`src/verilog/adc_seq_regs.vh`:
```
// timing counts, result widths and reset values for the conversion sequencer
`ifndef ADC_SEQ_REGS_VH
`define ADC_SEQ_REGS_VH

// converter clock divider default (core clocks per converter clock)
`define ADC_CLK_DIV 8'h19

// half-cycle counts, without sample-and-hold
`define NSH_SAMPLE1 8'h08
`define NSH_COMPARE1 8'h04
`define NSH_SAMPLE_N 8'h05
`define NSH_COMPARE_N 8'h05
`define NSH_END 8'h10

// half-cycle counts, with sample-and-hold
`define SH_SAMPLE1 8'h08
`define SH_COMPARE1 8'h05
`define SH_SAMPLE_N 8'h00
`define SH_COMPARE_N 8'h05
`define SH_END 8'h08

// result widths
`define RES_BITS_HI 4'hA
`define RES_BITS_LO 4'h8

// reference settling count: one microsecond of 4 ns core clocks
`define VREF_SETTLE_CYC 16'h00FA

// control field reset values
`define CHANNEL_RESET 3'h4
`define RESULT_RESET 10'h000

`endif

```
`src/verilog/adc_conversion_sequencer.v`:
```
// conversion sequencer: start, sample, compare, end processing, result
// How it works
// - no sample-hold: 49 cycles at 8 bit, 59 at 10 bit
// - with sample-hold: 28 cycles at 8 bit, 33 at 10 bit
// - one-shot completion shows on irq flag and start flag
// - clearing start flag mid conversion aborts, result keeps its previous value
// - 1024 codes at 10 bit, 256 codes at 8 bit
// - channel select takes effect only with input group enabled
// - auto start: timer request while start flag set; else start write
`timescale 1ns/1ps
`include "adc_seq_regs.vh"
module adc_conversion_sequencer #(
    parameter DIV = `ADC_CLK_DIV,
    parameter RES_W = 10
) (
    // clock and reset
    input wire CORE_CLK_IN,
    input wire RST_IN,
    // control bits from software
    input wire START_SET_IN,
    input wire START_CLR_IN,
    input wire AUTO_START_SELECT_IN,
    input wire TIMER_CAPTURE_IRQ_IN,
    input wire OPERATING_MODE_SELECT_IN,
    input wire RES10_SELECT_IN,
    input wire SAMPLE_HOLD_ENABLE_IN,
    input wire REFERENCE_CONNECT_IN,
    input wire INPUT_GROUP_ENABLE_IN,
    input wire [2:0] CHANNEL_SELECT_IN,
    input wire CHANNEL_WRITE_IN,
    input wire IRQ_CLEAR_IN,
    // comparator from the analog side
    input wire COMPARATOR_IN,
    // analog side controls
    output reg SAMPLE_OUT,
    output reg [RES_W-1:0] DAC_CODE_OUT,
    output reg [2:0] CHANNEL_OUT,
    // status
    output reg CONVERSION_START_FLAG_OUT,
    output reg IRQ_REQUEST_FLAG_OUT,
    output reg BUSY_OUT,
    output reg REF_SETTLED_OUT,
    output reg [RES_W-1:0] RESULT_OUT
);
    localparam ST_IDLE = 3'h0;
    localparam ST_SAMP1 = 3'h1;
    localparam ST_CMP = 3'h2;
    localparam ST_SAMPN = 3'h3;
    localparam ST_END = 3'h4;
    localparam ST_ARM = 3'h5;
    localparam [15:0] SETTLE = `VREF_SETTLE_CYC;

    reg [7:0] div_r;
    reg half_r;
    reg [2:0] state_r;
    reg [7:0] cnt_r;
    reg [3:0] bits_left_r;
    reg sh_r;
    reg res10_r;
    reg repeat_r;
    reg [15:0] settle_r;
    reg ref_prev_r;
    reg first_r;
    reg sar_load_r;
    reg sar_decide_r;
    wire [RES_W-1:0] sar_code;
    wire [RES_W-1:0] sar_trial;
    wire [3:0] nbits = RES10_SELECT_IN ? `RES_BITS_HI : `RES_BITS_LO;
    wire abort = START_CLR_IN && state_r != ST_IDLE;

    adc_sar_step #(.WIDTH(RES_W)) sar (
        .clk_in(CORE_CLK_IN),
        .rst_in(RST_IN),
        .load_in(sar_load_r),
        .nbits_in(nbits),
        .decide_in(sar_decide_r),
        .comp_in(COMPARATOR_IN),
        .code_out(sar_code),
        .trial_out(sar_trial)
    );

    // half converter-clock enable; counts are in half cycles so 2.5 is exact
    always @(posedge CORE_CLK_IN) begin
        if (RST_IN || state_r == ST_IDLE) begin
            div_r <= 8'h00;
            half_r <= 1'b0;
        end else if (div_r == (DIV[7:0] >> 1) - 8'h1) begin
            div_r <= 8'h00;
            half_r <= 1'b1;
        end else begin
            div_r <= div_r + 8'h1;
            half_r <= 1'b0;
        end
    end

    // reference settling status, informs software of its wait
    always @(posedge CORE_CLK_IN) begin
        if (RST_IN) begin
            ref_prev_r <= 1'b0;
            settle_r <= 16'h0000;
            REF_SETTLED_OUT <= 1'b0;
        end else begin
            ref_prev_r <= REFERENCE_CONNECT_IN;
            if (!REFERENCE_CONNECT_IN) begin
                settle_r <= 16'h0000;
                REF_SETTLED_OUT <= 1'b0;
            end else if (!ref_prev_r) begin
                settle_r <= 16'h0001;
                REF_SETTLED_OUT <= 1'b0;
            end else if (settle_r < SETTLE) begin
                settle_r <= settle_r + 16'h0001;
            end else begin
                REF_SETTLED_OUT <= 1'b1;
            end
        end
    end

    // channel latch, only honoured with the input group enabled
    always @(posedge CORE_CLK_IN) begin
        if (RST_IN)
            CHANNEL_OUT <= `CHANNEL_RESET;
        else if (CHANNEL_WRITE_IN && INPUT_GROUP_ENABLE_IN)
            CHANNEL_OUT <= CHANNEL_SELECT_IN;
    end

    // main sequencer; configuration is captured at start so later writes
    // cannot change the timing of a running conversion
    always @(posedge CORE_CLK_IN) begin
        sar_load_r <= 1'b0;
        sar_decide_r <= 1'b0;
        if (RST_IN) begin
            state_r <= ST_IDLE;
            cnt_r <= 8'h00;
            bits_left_r <= 4'h0;
            sh_r <= 1'b0;
            res10_r <= 1'b0;
            repeat_r <= 1'b0;
            first_r <= 1'b0;
            CONVERSION_START_FLAG_OUT <= 1'b0;
            IRQ_REQUEST_FLAG_OUT <= 1'b0;
            BUSY_OUT <= 1'b0;
            SAMPLE_OUT <= 1'b0;
            DAC_CODE_OUT <= `RESULT_RESET;
            RESULT_OUT <= `RESULT_RESET;
        end else begin
            if (IRQ_CLEAR_IN)
                IRQ_REQUEST_FLAG_OUT <= 1'b0;
            if (START_SET_IN)
                CONVERSION_START_FLAG_OUT <= 1'b1;
            else if (START_CLR_IN)
                CONVERSION_START_FLAG_OUT <= 1'b0;
            DAC_CODE_OUT <= sar_code | sar_trial;
            if (abort) begin
                state_r <= ST_IDLE;
                BUSY_OUT <= 1'b0;
                SAMPLE_OUT <= 1'b0;
            end else begin
                case (state_r)
                    ST_IDLE: begin
                        if ((!AUTO_START_SELECT_IN && START_SET_IN) ||
                            (AUTO_START_SELECT_IN && CONVERSION_START_FLAG_OUT &&
                             TIMER_CAPTURE_IRQ_IN)) begin
                            sh_r <= SAMPLE_HOLD_ENABLE_IN;
                            res10_r <= RES10_SELECT_IN;
                            repeat_r <= OPERATING_MODE_SELECT_IN;
                            state_r <= ST_ARM;
                            BUSY_OUT <= 1'b1;
                        end
                    end
                    ST_ARM: begin
                        sar_load_r <= 1'b1;
                        bits_left_r <= res10_r ? `RES_BITS_HI : `RES_BITS_LO;
                        first_r <= 1'b1;
                        SAMPLE_OUT <= 1'b1;
                        cnt_r <= `NSH_SAMPLE1; // equal in both modes
                        state_r <= ST_SAMP1;
                    end
                    ST_SAMP1, ST_SAMPN: if (half_r) begin
                        if (cnt_r <= 8'h01) begin
                            SAMPLE_OUT <= 1'b0;
                            cnt_r <= sh_r ? (first_r ? `SH_COMPARE1 : `SH_COMPARE_N)
                                          : (first_r ? `NSH_COMPARE1 : `NSH_COMPARE_N);
                            state_r <= ST_CMP;
                        end else
                            cnt_r <= cnt_r - 8'h01;
                    end
                    ST_CMP: if (half_r) begin
                        if (cnt_r == 8'h01) begin
                            sar_decide_r <= 1'b1;
                            first_r <= 1'b0;
                            bits_left_r <= bits_left_r - 4'h1;
                            if (bits_left_r == 4'h1) begin
                                cnt_r <= sh_r ? `SH_END : `NSH_END;
                                state_r <= ST_END;
                            end else if (sh_r) begin
                                cnt_r <= `SH_COMPARE_N;
                            end else begin
                                cnt_r <= `NSH_SAMPLE_N;
                                SAMPLE_OUT <= 1'b1;
                                state_r <= ST_SAMPN;
                            end
                        end else
                            cnt_r <= cnt_r - 8'h01;
                    end
                    ST_END: if (half_r) begin
                        if (cnt_r == 8'h01) begin
                            RESULT_OUT <= sar_code;
                            if (repeat_r) begin
                                state_r <= ST_ARM;
                            end else begin
                                state_r <= ST_IDLE;
                                BUSY_OUT <= 1'b0;
                                if (!START_SET_IN)
                                    CONVERSION_START_FLAG_OUT <= 1'b0;
                                IRQ_REQUEST_FLAG_OUT <= 1'b1;
                            end
                        end else
                            cnt_r <= cnt_r - 8'h01;
                    end
                    default: state_r <= ST_IDLE;
                endcase
            end
        end
    end
endmodule

```
`src/verilog/adc_sar_step.v`:
```
// successive-approximation register: one comparison decision per pulse
`timescale 1ns/1ps
module adc_sar_step #(
    parameter WIDTH = 10
) (
    input wire clk_in,
    input wire rst_in,
    input wire load_in,
    input wire [3:0] nbits_in,
    input wire decide_in,
    input wire comp_in,
    output reg [WIDTH-1:0] code_out,
    output reg [WIDTH-1:0] trial_out
);
    // trial bit walks from msb of the selected width down to bit 0
    always @(posedge clk_in) begin
        if (rst_in) begin
            code_out <= {WIDTH{1'b0}};
            trial_out <= {WIDTH{1'b0}};
        end else if (load_in) begin
            code_out <= {WIDTH{1'b0}};
            trial_out <= {{(WIDTH-1){1'b0}}, 1'b1} << (nbits_in - 4'h1);
        end else if (decide_in) begin
            if (comp_in)
                code_out <= code_out | trial_out; // keep bit: input at or above trial
            trial_out <= trial_out >> 1;
        end
    end
endmodule

```
`config.mk`:
```
export PLATFORM = sky130hd
export DESIGN_NAME = adc_conversion_sequencer
export DESIGN_NICKNAME = d
export VERILOG_FILES = /design/src/verilog/adc_conversion_sequencer.v /design/src/verilog/adc_sar_step.v
export VERILOG_INCLUDE_DIRS = /design/src /design/src/verilog
export SDC_FILE = /design/constraint.sdc
export NUM_CORES = 1
export LEC_CHECK = 0
export ABC_CLOCK_PERIOD_IN_PS = 4900
export BUFFER_PORTS_ARGS = -buffer_cell sky130_fd_sc_hd__buf_2
export CORE_UTILIZATION = 35
export DETAILED_ROUTE_END_ITERATION = 8
export GPL_TIMING_DRIVEN = 0
export SLEW_MARGIN = 10
export SYNTH_ARGS = -nofsm -noshare
export SYNTH_HDL_FRONTEND = slang
export SYNTH_HIERARCHICAL = 1
export SYNTH_SLANG_ARGS = --single-unit
```
`constraint.sdc`:
```
create_clock -name CORE_CLK_IN -period 4.9 [get_ports CORE_CLK_IN]
set_input_delay 0 -clock CORE_CLK_IN [delete_from_list [all_inputs] [get_ports CORE_CLK_IN]]
set_output_delay 0 -clock CORE_CLK_IN [all_outputs]
set_load 0.02 [all_outputs]
```
# Word level (Yosys, flattened, before mapping)

Index checks and enable logic that the tools add are counted.

Bits in registers: 95
Latch bits: 0
RAM bits: 0
Memory bits (read-only): 0
Input bits: 17
Output and inout bits: 28
Word-level logic and storage cells: 152
Memories: 0

Add/sub/neg operators: 5
Multipliers: 0
Div/mod/pow operators: 0
Order comparisons: 2
Equal/unequal tests: 21
Shift-type cells: 1
Muxes and demuxes: 63
Bitwise gates (word level): 6
Reduce and logical (&&, ||, !) cells: 30

Operators by type and width:

| kind                                                           | count |
|---|---|
| two-way mux 8 bit                                              | 6 |
| two-way mux 1 bit                                              | 33 |
| one-hot mux 8 bit (4 select lines)                             | 1 |
| two-way mux 3 bit                                              | 10 |
| two-way mux 10 bit                                             | 2 |
| != test 2 bit, second input constant                           | 10 |
| adder 16 x 1 -> 16 bit, second input constant                  | 1 |
| < comparator 16 x 8 -> 1 bit, second input constant            | 1 |
| one-hot mux 3 bit (5 select lines)                             | 1 |
| two-way mux 5 bit                                              | 2 |
| bitwise OR 10 bit                                              | 1 |
| OR reduction 2 bit                                             | 5 |
| left shift 1 x 4 -> 10 bit, first input constant               | 1 |
| adder 8 x 1 -> 8 bit, second input constant                    | 1 |
| == test 8 x 1 -> 1 bit, second input constant                  | 1 |
| == test 8 x 4 -> 1 bit, second input constant                  | 1 |
| less-or-equal comparator 8 x 1 -> 1 bit, second input constant | 1 |
| two-way mux 4 bit                                              | 2 |
| one-hot mux 4 bit (2 select lines)                             | 1 |
| AND reduction 4 bit                                            | 2 |
| AND reduction 8 bit                                            | 1 |
| subtractor 4 x 1 -> 4 bit, second input constant               | 2 |
| subtractor 8 x 1 -> 8 bit, second input constant               | 1 |
| AND reduction 7 bit                                            | 1 |
| other kinds (23)                                               | 40 |

# Logic depth before layout (Yosys ltp)

Word-level depth: 8
Depth in mapped cells: 8
Mapped depth without buffers: 7

# Hierarchy

The synthesis kept the hierarchy.

Modules (own cells, without submodules):

| module                   | times used | cells an instance | area an instance (µm²) | seq. area each (µm²) |
|---|---|---|---|---|
| adc_conversion_sequencer | 1          | 384               | 3280.6                 | 1501.4 |
| adc_sar_step             | 1          | 94                | 834.6                  | 400.4 |

# Worst setup path before layout

OpenSTA, ideal clock, no wires.

Path type: reg-to-reg
Start point: register cnt_r[0]
End point: register state_r[2]
Setup time: 0.096 ns
Arrival: 1.968 ns
Required time: 4.804 ns
Path slack: 2.837 ns
Stages on the path, launching flop included: 8
Buffers on the path: 1
Clock period less this slack: 2.063 ns
Cells stage by stage: dfxtp_1 ha_1 nor3b_1 and2_1 buf_6 a2111oi_2 or3_4 o41ai_2

Cells in the longest elaborated chain, start to end: 3
Elaborated cells on any way between the ends: 6
Those cells by class: 1 x order compare; 4 x eq/ne; 1 x reduce/logical

Ends and longest elaborated chain:

| element                                                                                  | line                                                                                           | source |
|---|---|---|
| start: declaration                                                                       | adc_conversion_sequencer.v:56                                                                  | `reg [7:0] cnt_r;` |
| start signal: assignment                                                                 | adc_conversion_sequencer.v:175                                                                 | `` cnt_r <= `NSH_SAMPLE1; `` |
| start signal: assignment                                                                 | adc_conversion_sequencer.v:181                                                                 | `` cnt_r <= sh_r ? (first_r ? `SH_COMPARE1 : `SH_COMPARE_N) `` |
| start signal: assignment                                                                 | adc_conversion_sequencer.v:185                                                                 | `cnt_r <= cnt_r - 8'h01;` |
| less-or-equal comparator 8 x 1 -> 1 bit / == test 8 x 1 -> 1 bit (equally long branches) | adc_conversion_sequencer.v:179, adc_conversion_sequencer.v:188, adc_conversion_sequencer.v:206 |  |
| != test 2 bit (no line)                                                                  | --                                                                                             |  |
| AND reduction 8 bit (no line) (*)                                                        | --                                                                                             |  |
| end signal: assignment                                                                   | adc_conversion_sequencer.v:176                                                                 | `state_r <= ST_SAMP1;` |
| end signal: assignment                                                                   | adc_conversion_sequencer.v:183                                                                 | `state_r <= ST_CMP;` |
| end signal: assignment                                                                   | adc_conversion_sequencer.v:194                                                                 | `state_r <= ST_END;` |
| end: declaration                                                                         | adc_conversion_sequencer.v:55                                                                  | `reg [2:0] state_r;` |

Every way passes the cells marked *; elsewhere a longest branch is shown, timed or not.
A chain may end at the register's enable or synchronous reset.

# Final worst setup path

Start point: register cnt_r[0]
End point: register RESULT_OUT[4]

Cells in the longest elaborated chain, start to end: 2

Ends and longest elaborated chain:

| element                       | line                           | source |
|---|---|---|
| == test 8 x 1 -> 1 bit        | adc_conversion_sequencer.v:206 | `if (cnt_r == 8'h01) begin` |
| AND reduction 4 bit (no line) | --                             |  |
| end signal: assignment        | adc_conversion_sequencer.v:144 | `` RESULT_OUT <= `RESULT_RESET; `` |
| end signal: assignment        | adc_conversion_sequencer.v:207 | `RESULT_OUT <= sar_code;` |
| end: declaration              | adc_conversion_sequencer.v:43  | `output reg [RES_W-1:0] RESULT_OUT` |

No other way between the ends.

==> summary.md <==
| Metric | Value |
|---|---|
| Run status | finished, final reports clean |
| Xor-xnor portion of the synthesized cell area | 0.0319 |
| Maximum number of pins on one net before global-route repair | 17 |
| Synth Register Bits | 95 |
| Detailed-route vias per instance | slightly above 5 |
| Met2 WL post-DR | 4250 um |
| Part of the Yosys area used for sequential elements | 0.462 |
| Required time worst endpoint | 5.11 ns |
| TNS Setup | 0 ns |
| Share of cell area taken by muxes after synthesis | 0.0122 |
| Type of origin of the critical path | flop |
| Count of H-tree levels built during CTS | 3 |
| Horizontal extent of the die | 110 um |
| Number of enable-type register cells in the synthesized netlist | 0 |
| Main combinational cell family by area after synthesis | simple AND/OR/NAND/NOR gates |
| Worst setup skew after layout | 0.00487 ns |
| Routed length on met1 | 4510 um |
| Area growth from synthesis to final layout | 19.7% |
| Slowest cell delay on critical path | 0.49 ns |
| Average cell area after synthesis | approximately 8.6 um^2 |
| Min Clock Period, post-route | between 2 and 2.5 ns |
| Start-to-end type of the worst setup path | flop to flop |
| Endpoint of the worst hold-timing path | res10_r$_SDFFE_PP0P_ |
| Share of synthesized cell area in and, or, nand and nor gates | 0.285 |
| Hold Path Class | input port to flop |
| Setup repair bufs after CTS | 0 |
| Worst Max-Slew Pin Slew | between 0.9 and 1 ns |
| List of most frequent post-synthesis cells | 95 x sky130_fd_sc_hd__dfxtp_1, 71 x sky130_fd_sc_hd__nor2_1, 42 x sky130_fd_sc_hd__nand2_1 |
| Rel. slew slack | 0.356 |
| Cells along the critical path | ha_1 -> nor3b_1 -> nand2_1 -> or3_1 -> clkbuf_1 -> nand2_1 -> a21oi_1 |
| Routed WL per cell | 13.3 um |
| Detailed-routing iteration count for the pre-antenna-repair pass | 4 |
| Net total in the final layout | 576 |
| Dominant cells by area after synthesis | sky130_fd_sc_hd__dfxtp_1 46%, sky130_fd_sc_hd__nor2_1 6.5%, sky130_fd_sc_hd__a21oi_1 4.9%, sky130_fd_sc_hd__nand2_1 3.8%, sky130_fd_sc_hd__nor3_1 3.0% |
| Inserted Clock Buffers | 9 |
| Cell depth of the worst hold path | 3 |
| Starting Density | 0.360 |
| Family with the most delay on the worst path | simple AND/OR/NAND/NOR gates |
| Startpoint of the most critical register-to-register path | cnt_r[0]$_SDFFE_PP0P_ |
| Most used flip-flop cell after synthesis | sky130_fd_sc_hd__dfxtp_1 |
| RSZ-0062 raised after global routing | false |
| Diode count | 0 |
| Endpoints failing setup | 0 |
| Count of input and output buffers | 44 |
| Max-slew violation count | 0 |
| Number of nets with antenna violations after routing | 0 |
| Global placer's final weighted congestion | 0.862 |
| Via count of the first global-routing pass | approximately 3,300 |
| Wire length of the first global-routing pass | 15,500 um |
| Power density cells | 352 nW/um^2 |
| Complex-gate fraction of the synthesized area | 0.154 |
| Hpwl dp | 6590 um |
| Number of buffer and inverter instances along the worst setup path | 1 |
| Site Rows | 39 |
| Grt ovf | 0 |
| Max cap viols | 0 |
| Proportion of register bits with asynchronous set or reset after synthesis | 0 |
| Minimum hold slack | 0.0216 ns |
| Clock Path Buffers | 2 |
| CP max-delay cell | sky130_fd_sc_hd__or3_1 |
| Height of the die | 110 um |
| TritonCTS Sinks | 95 |
| Finished Cell Area | a little under 5000 um^2 |
| Capture point of the worst reg-to-reg path | RESULT_OUT[4]$_SDFFE_PP0P_ |
| Worst R2R Path Depth | 7 |
| Part of the cycle the worst path needs | 0.507 |
| Max Used Layer | met4 |
| Clock latency on the worst-skew pair | roughly 0.34 ns |
| Most frequent cell after synthesis | sky130_fd_sc_hd__dfxtp_1 |
| Leakage component of the power | 1.93 nW |
| Cell type with the largest total area after synthesis | sky130_fd_sc_hd__dfxtp_1 |
| Die area | 12,200 um^2 |
| Post-placement cell area | around 4600 um^2 |
| DRT Wirelength | ~9300 um |
| Adder and majority gate portion of the synthesized area | 0.0182 |
| Yosys top cell area share | 0.462 |
| CORE AREA | 11,400 um^2 |
| Cell seen most often among critical-path stages | sky130_fd_sc_hd__nand2_1 |
| Synth warnings | 6 |
| Largest voltage drop on the vdd net | around 220 uV |
| GRT Resource Usage Total | 0.155 |
| Met3 Wirelength | 369 um |
| Mapped cell area | 4120 um^2 |
| Post-synthesis cell count | 478 |
| Endpoint kind of the worst setup timing path | flop |
| Number of antenna violations at the first check in global routing | 0 |
| Distinct cell type count after synthesis | 63 |
| Register-to-register path setup slack | 2.41 ns |
| Startpoint of the lowest-slack hold path | RES10_SELECT_IN |
| Fmax achieved | 402 MHz |
| Post-CTS sizing | 0 |
| I/O pin count | 45 |
| Hold Vio Cnt, Final | 0 |
| Layout cell share with drive strength beyond 1 | 0.152 |
| Number of DRC violations after detailed-routing iteration 0 | 124 |
| Arrival time of data at the critical path endpoint | 2.69 ns |
| Vias | 3,539 |
| Root Buffer | sky130_fd_sc_hd__clkbuf_16 |
| Clock tree from TritonCTS | yes |
| Clock transition at the registers of the reported paths | 0.06 ns |
| Total DRC errors in the routed layout | 0 |
| Highest fanout seen on the critical path | 10 |
-- logic make-up after synthesis --
| family | after synthesis |
|---|---|
| adders and majority gates | 6 |
| xor gates and xnor gates | 15 |
| buffers and inverters | 33 |
| other | 2 |
| DFF | 95 |
| AOI/OAI and AO/OA | 93 |
| and+or+nand+nor | 229 |
| muxes | 5 |
-- flip-flops by register name, summed over array words and instances, names as in the netlist, 3 cells and up --
name	count
bits_left_r	4
div_r	8
sar/code_out	10
RESULT_OUT	10
sar/trial_out	10
DAC_CODE_OUT	10
cnt_r	8
settle_r	16
state_r	3
CHANNEL_OUT	3
-- metrics by stage --
step	setup WS (ns)	total power, mW	cells	utilization
detailed placement	2.46	1.08	676	0.399
floorplan	2.84	1.02	489	-
CTS	2.44	1.75	701	0.432
global route	2.13	1.81	701	0.432
finish	2.41	1.73	701	0.432
global placement	2.46	1.08	676	0.399
-- worst max path at each step --
| stage | startpoint | cells past startpoint | to | slack [ns] |
|---|---|---|---|---|
| 2_1_floorplan | cnt_r[0]$_SDFFE_PP0P_ | 7 | state_r[2]$_SDFFE_PP0P_ | 2.84 |
| 3_3_place_gp | cnt_r[1]$_SDFFE_PP0P_ | 8 | cnt_r[3]$_SDFFE_PP0P_ | 2.46 |
| 3_5_place_dp | cnt_r[0]$_SDFFE_PP0P_ | 7 | RESULT_OUT[4]$_SDFFE_PP0P_ | 2.46 |
| 4_1_cts | cnt_r[1]$_SDFFE_PP0P_ | 8 | cnt_r[3]$_SDFFE_PP0P_ | 2.44 |
| 5_1_grt | cnt_r[1]$_SDFFE_PP0P_ | 8 | RESULT_OUT[1]$_SDFFE_PP0P_ | 2.13 |
| 6_report | cnt_r[0]$_SDFFE_PP0P_ | 7 | RESULT_OUT[4]$_SDFFE_PP0P_ | 2.41 |
-- power by group --
| group | switching, mW | internal [mW] | leakage (nW) |
|---|---|---|---|
| clock network | 0.301 | 0.360 | 0.141 |
| registers | 0.0294 | 0.799 | 0.767 |
| logic | 0.149 | 0.0952 | 1.02 |
| total | 0.479 | 1.25 | 1.93 |
-- placed cells by master, fill, tap and decap left out, drive strengths merged, types with 3 or more instances in the layout --
cell type,count
a211oi,3
a21oi,40
a311oi,3
a31oi,4
and3,13
buf,53
clkbuf,24
clkinv,3
conb,13
dfxtp,95
dlygate4sd3,9
ha,6
inv,12
mux2i,5
nand2,42
nand2b,10
nand3,17
nand3b,3
nand4,5
nor2,71
nor2b,13
nor3,29
nor3b,5
nor4,4
o211ai,3
o21ai,9
o22a,7
or2,3
or3,4
or4,4
xnor2,5
xor2,10
-- area by class of cell --
| type | instances | area, um^2 |
|---|---|---|
| Tap cell | 143 | 179 |
| Inverter | 10 | 37.5 |
| Clock inverter | 6 | 42.5 |
| Fill cell | 1166 | 6490 |
| Buffer | 23 | 106 |
| Timing Repair Buffer | 53 | 310 |
| Sequential cell | 95 | 1900 |
| Multi-Input combinational cell | 361 | 2110 |
| Clock buffer | 10 | 239 |
-- worst min-delay path, cell delays in order --
cell                      delay [ns]
sky130_fd_sc_hd__buf_2          0.16
sky130_fd_sc_hd__mux2i_1        0.09
sky130_fd_sc_hd__nor2_1         0.07
-- what timing repair did --
| action | CTS | global route |
|---|---|---|
| endpoints found under the hold margin | 7 | 0 |
| endpoints found under the setup margin | 0 | 0 |
| hold buffers | 9 | 0 |
-- layer usage --
metal,vias to the layer above,track usage
met5,-,0
li1,1815,-
met3,15,0.0340
met4,0,0.0720
met1,1620,0.199
met2,89,0.249
(Power assumes the default switching activity.)
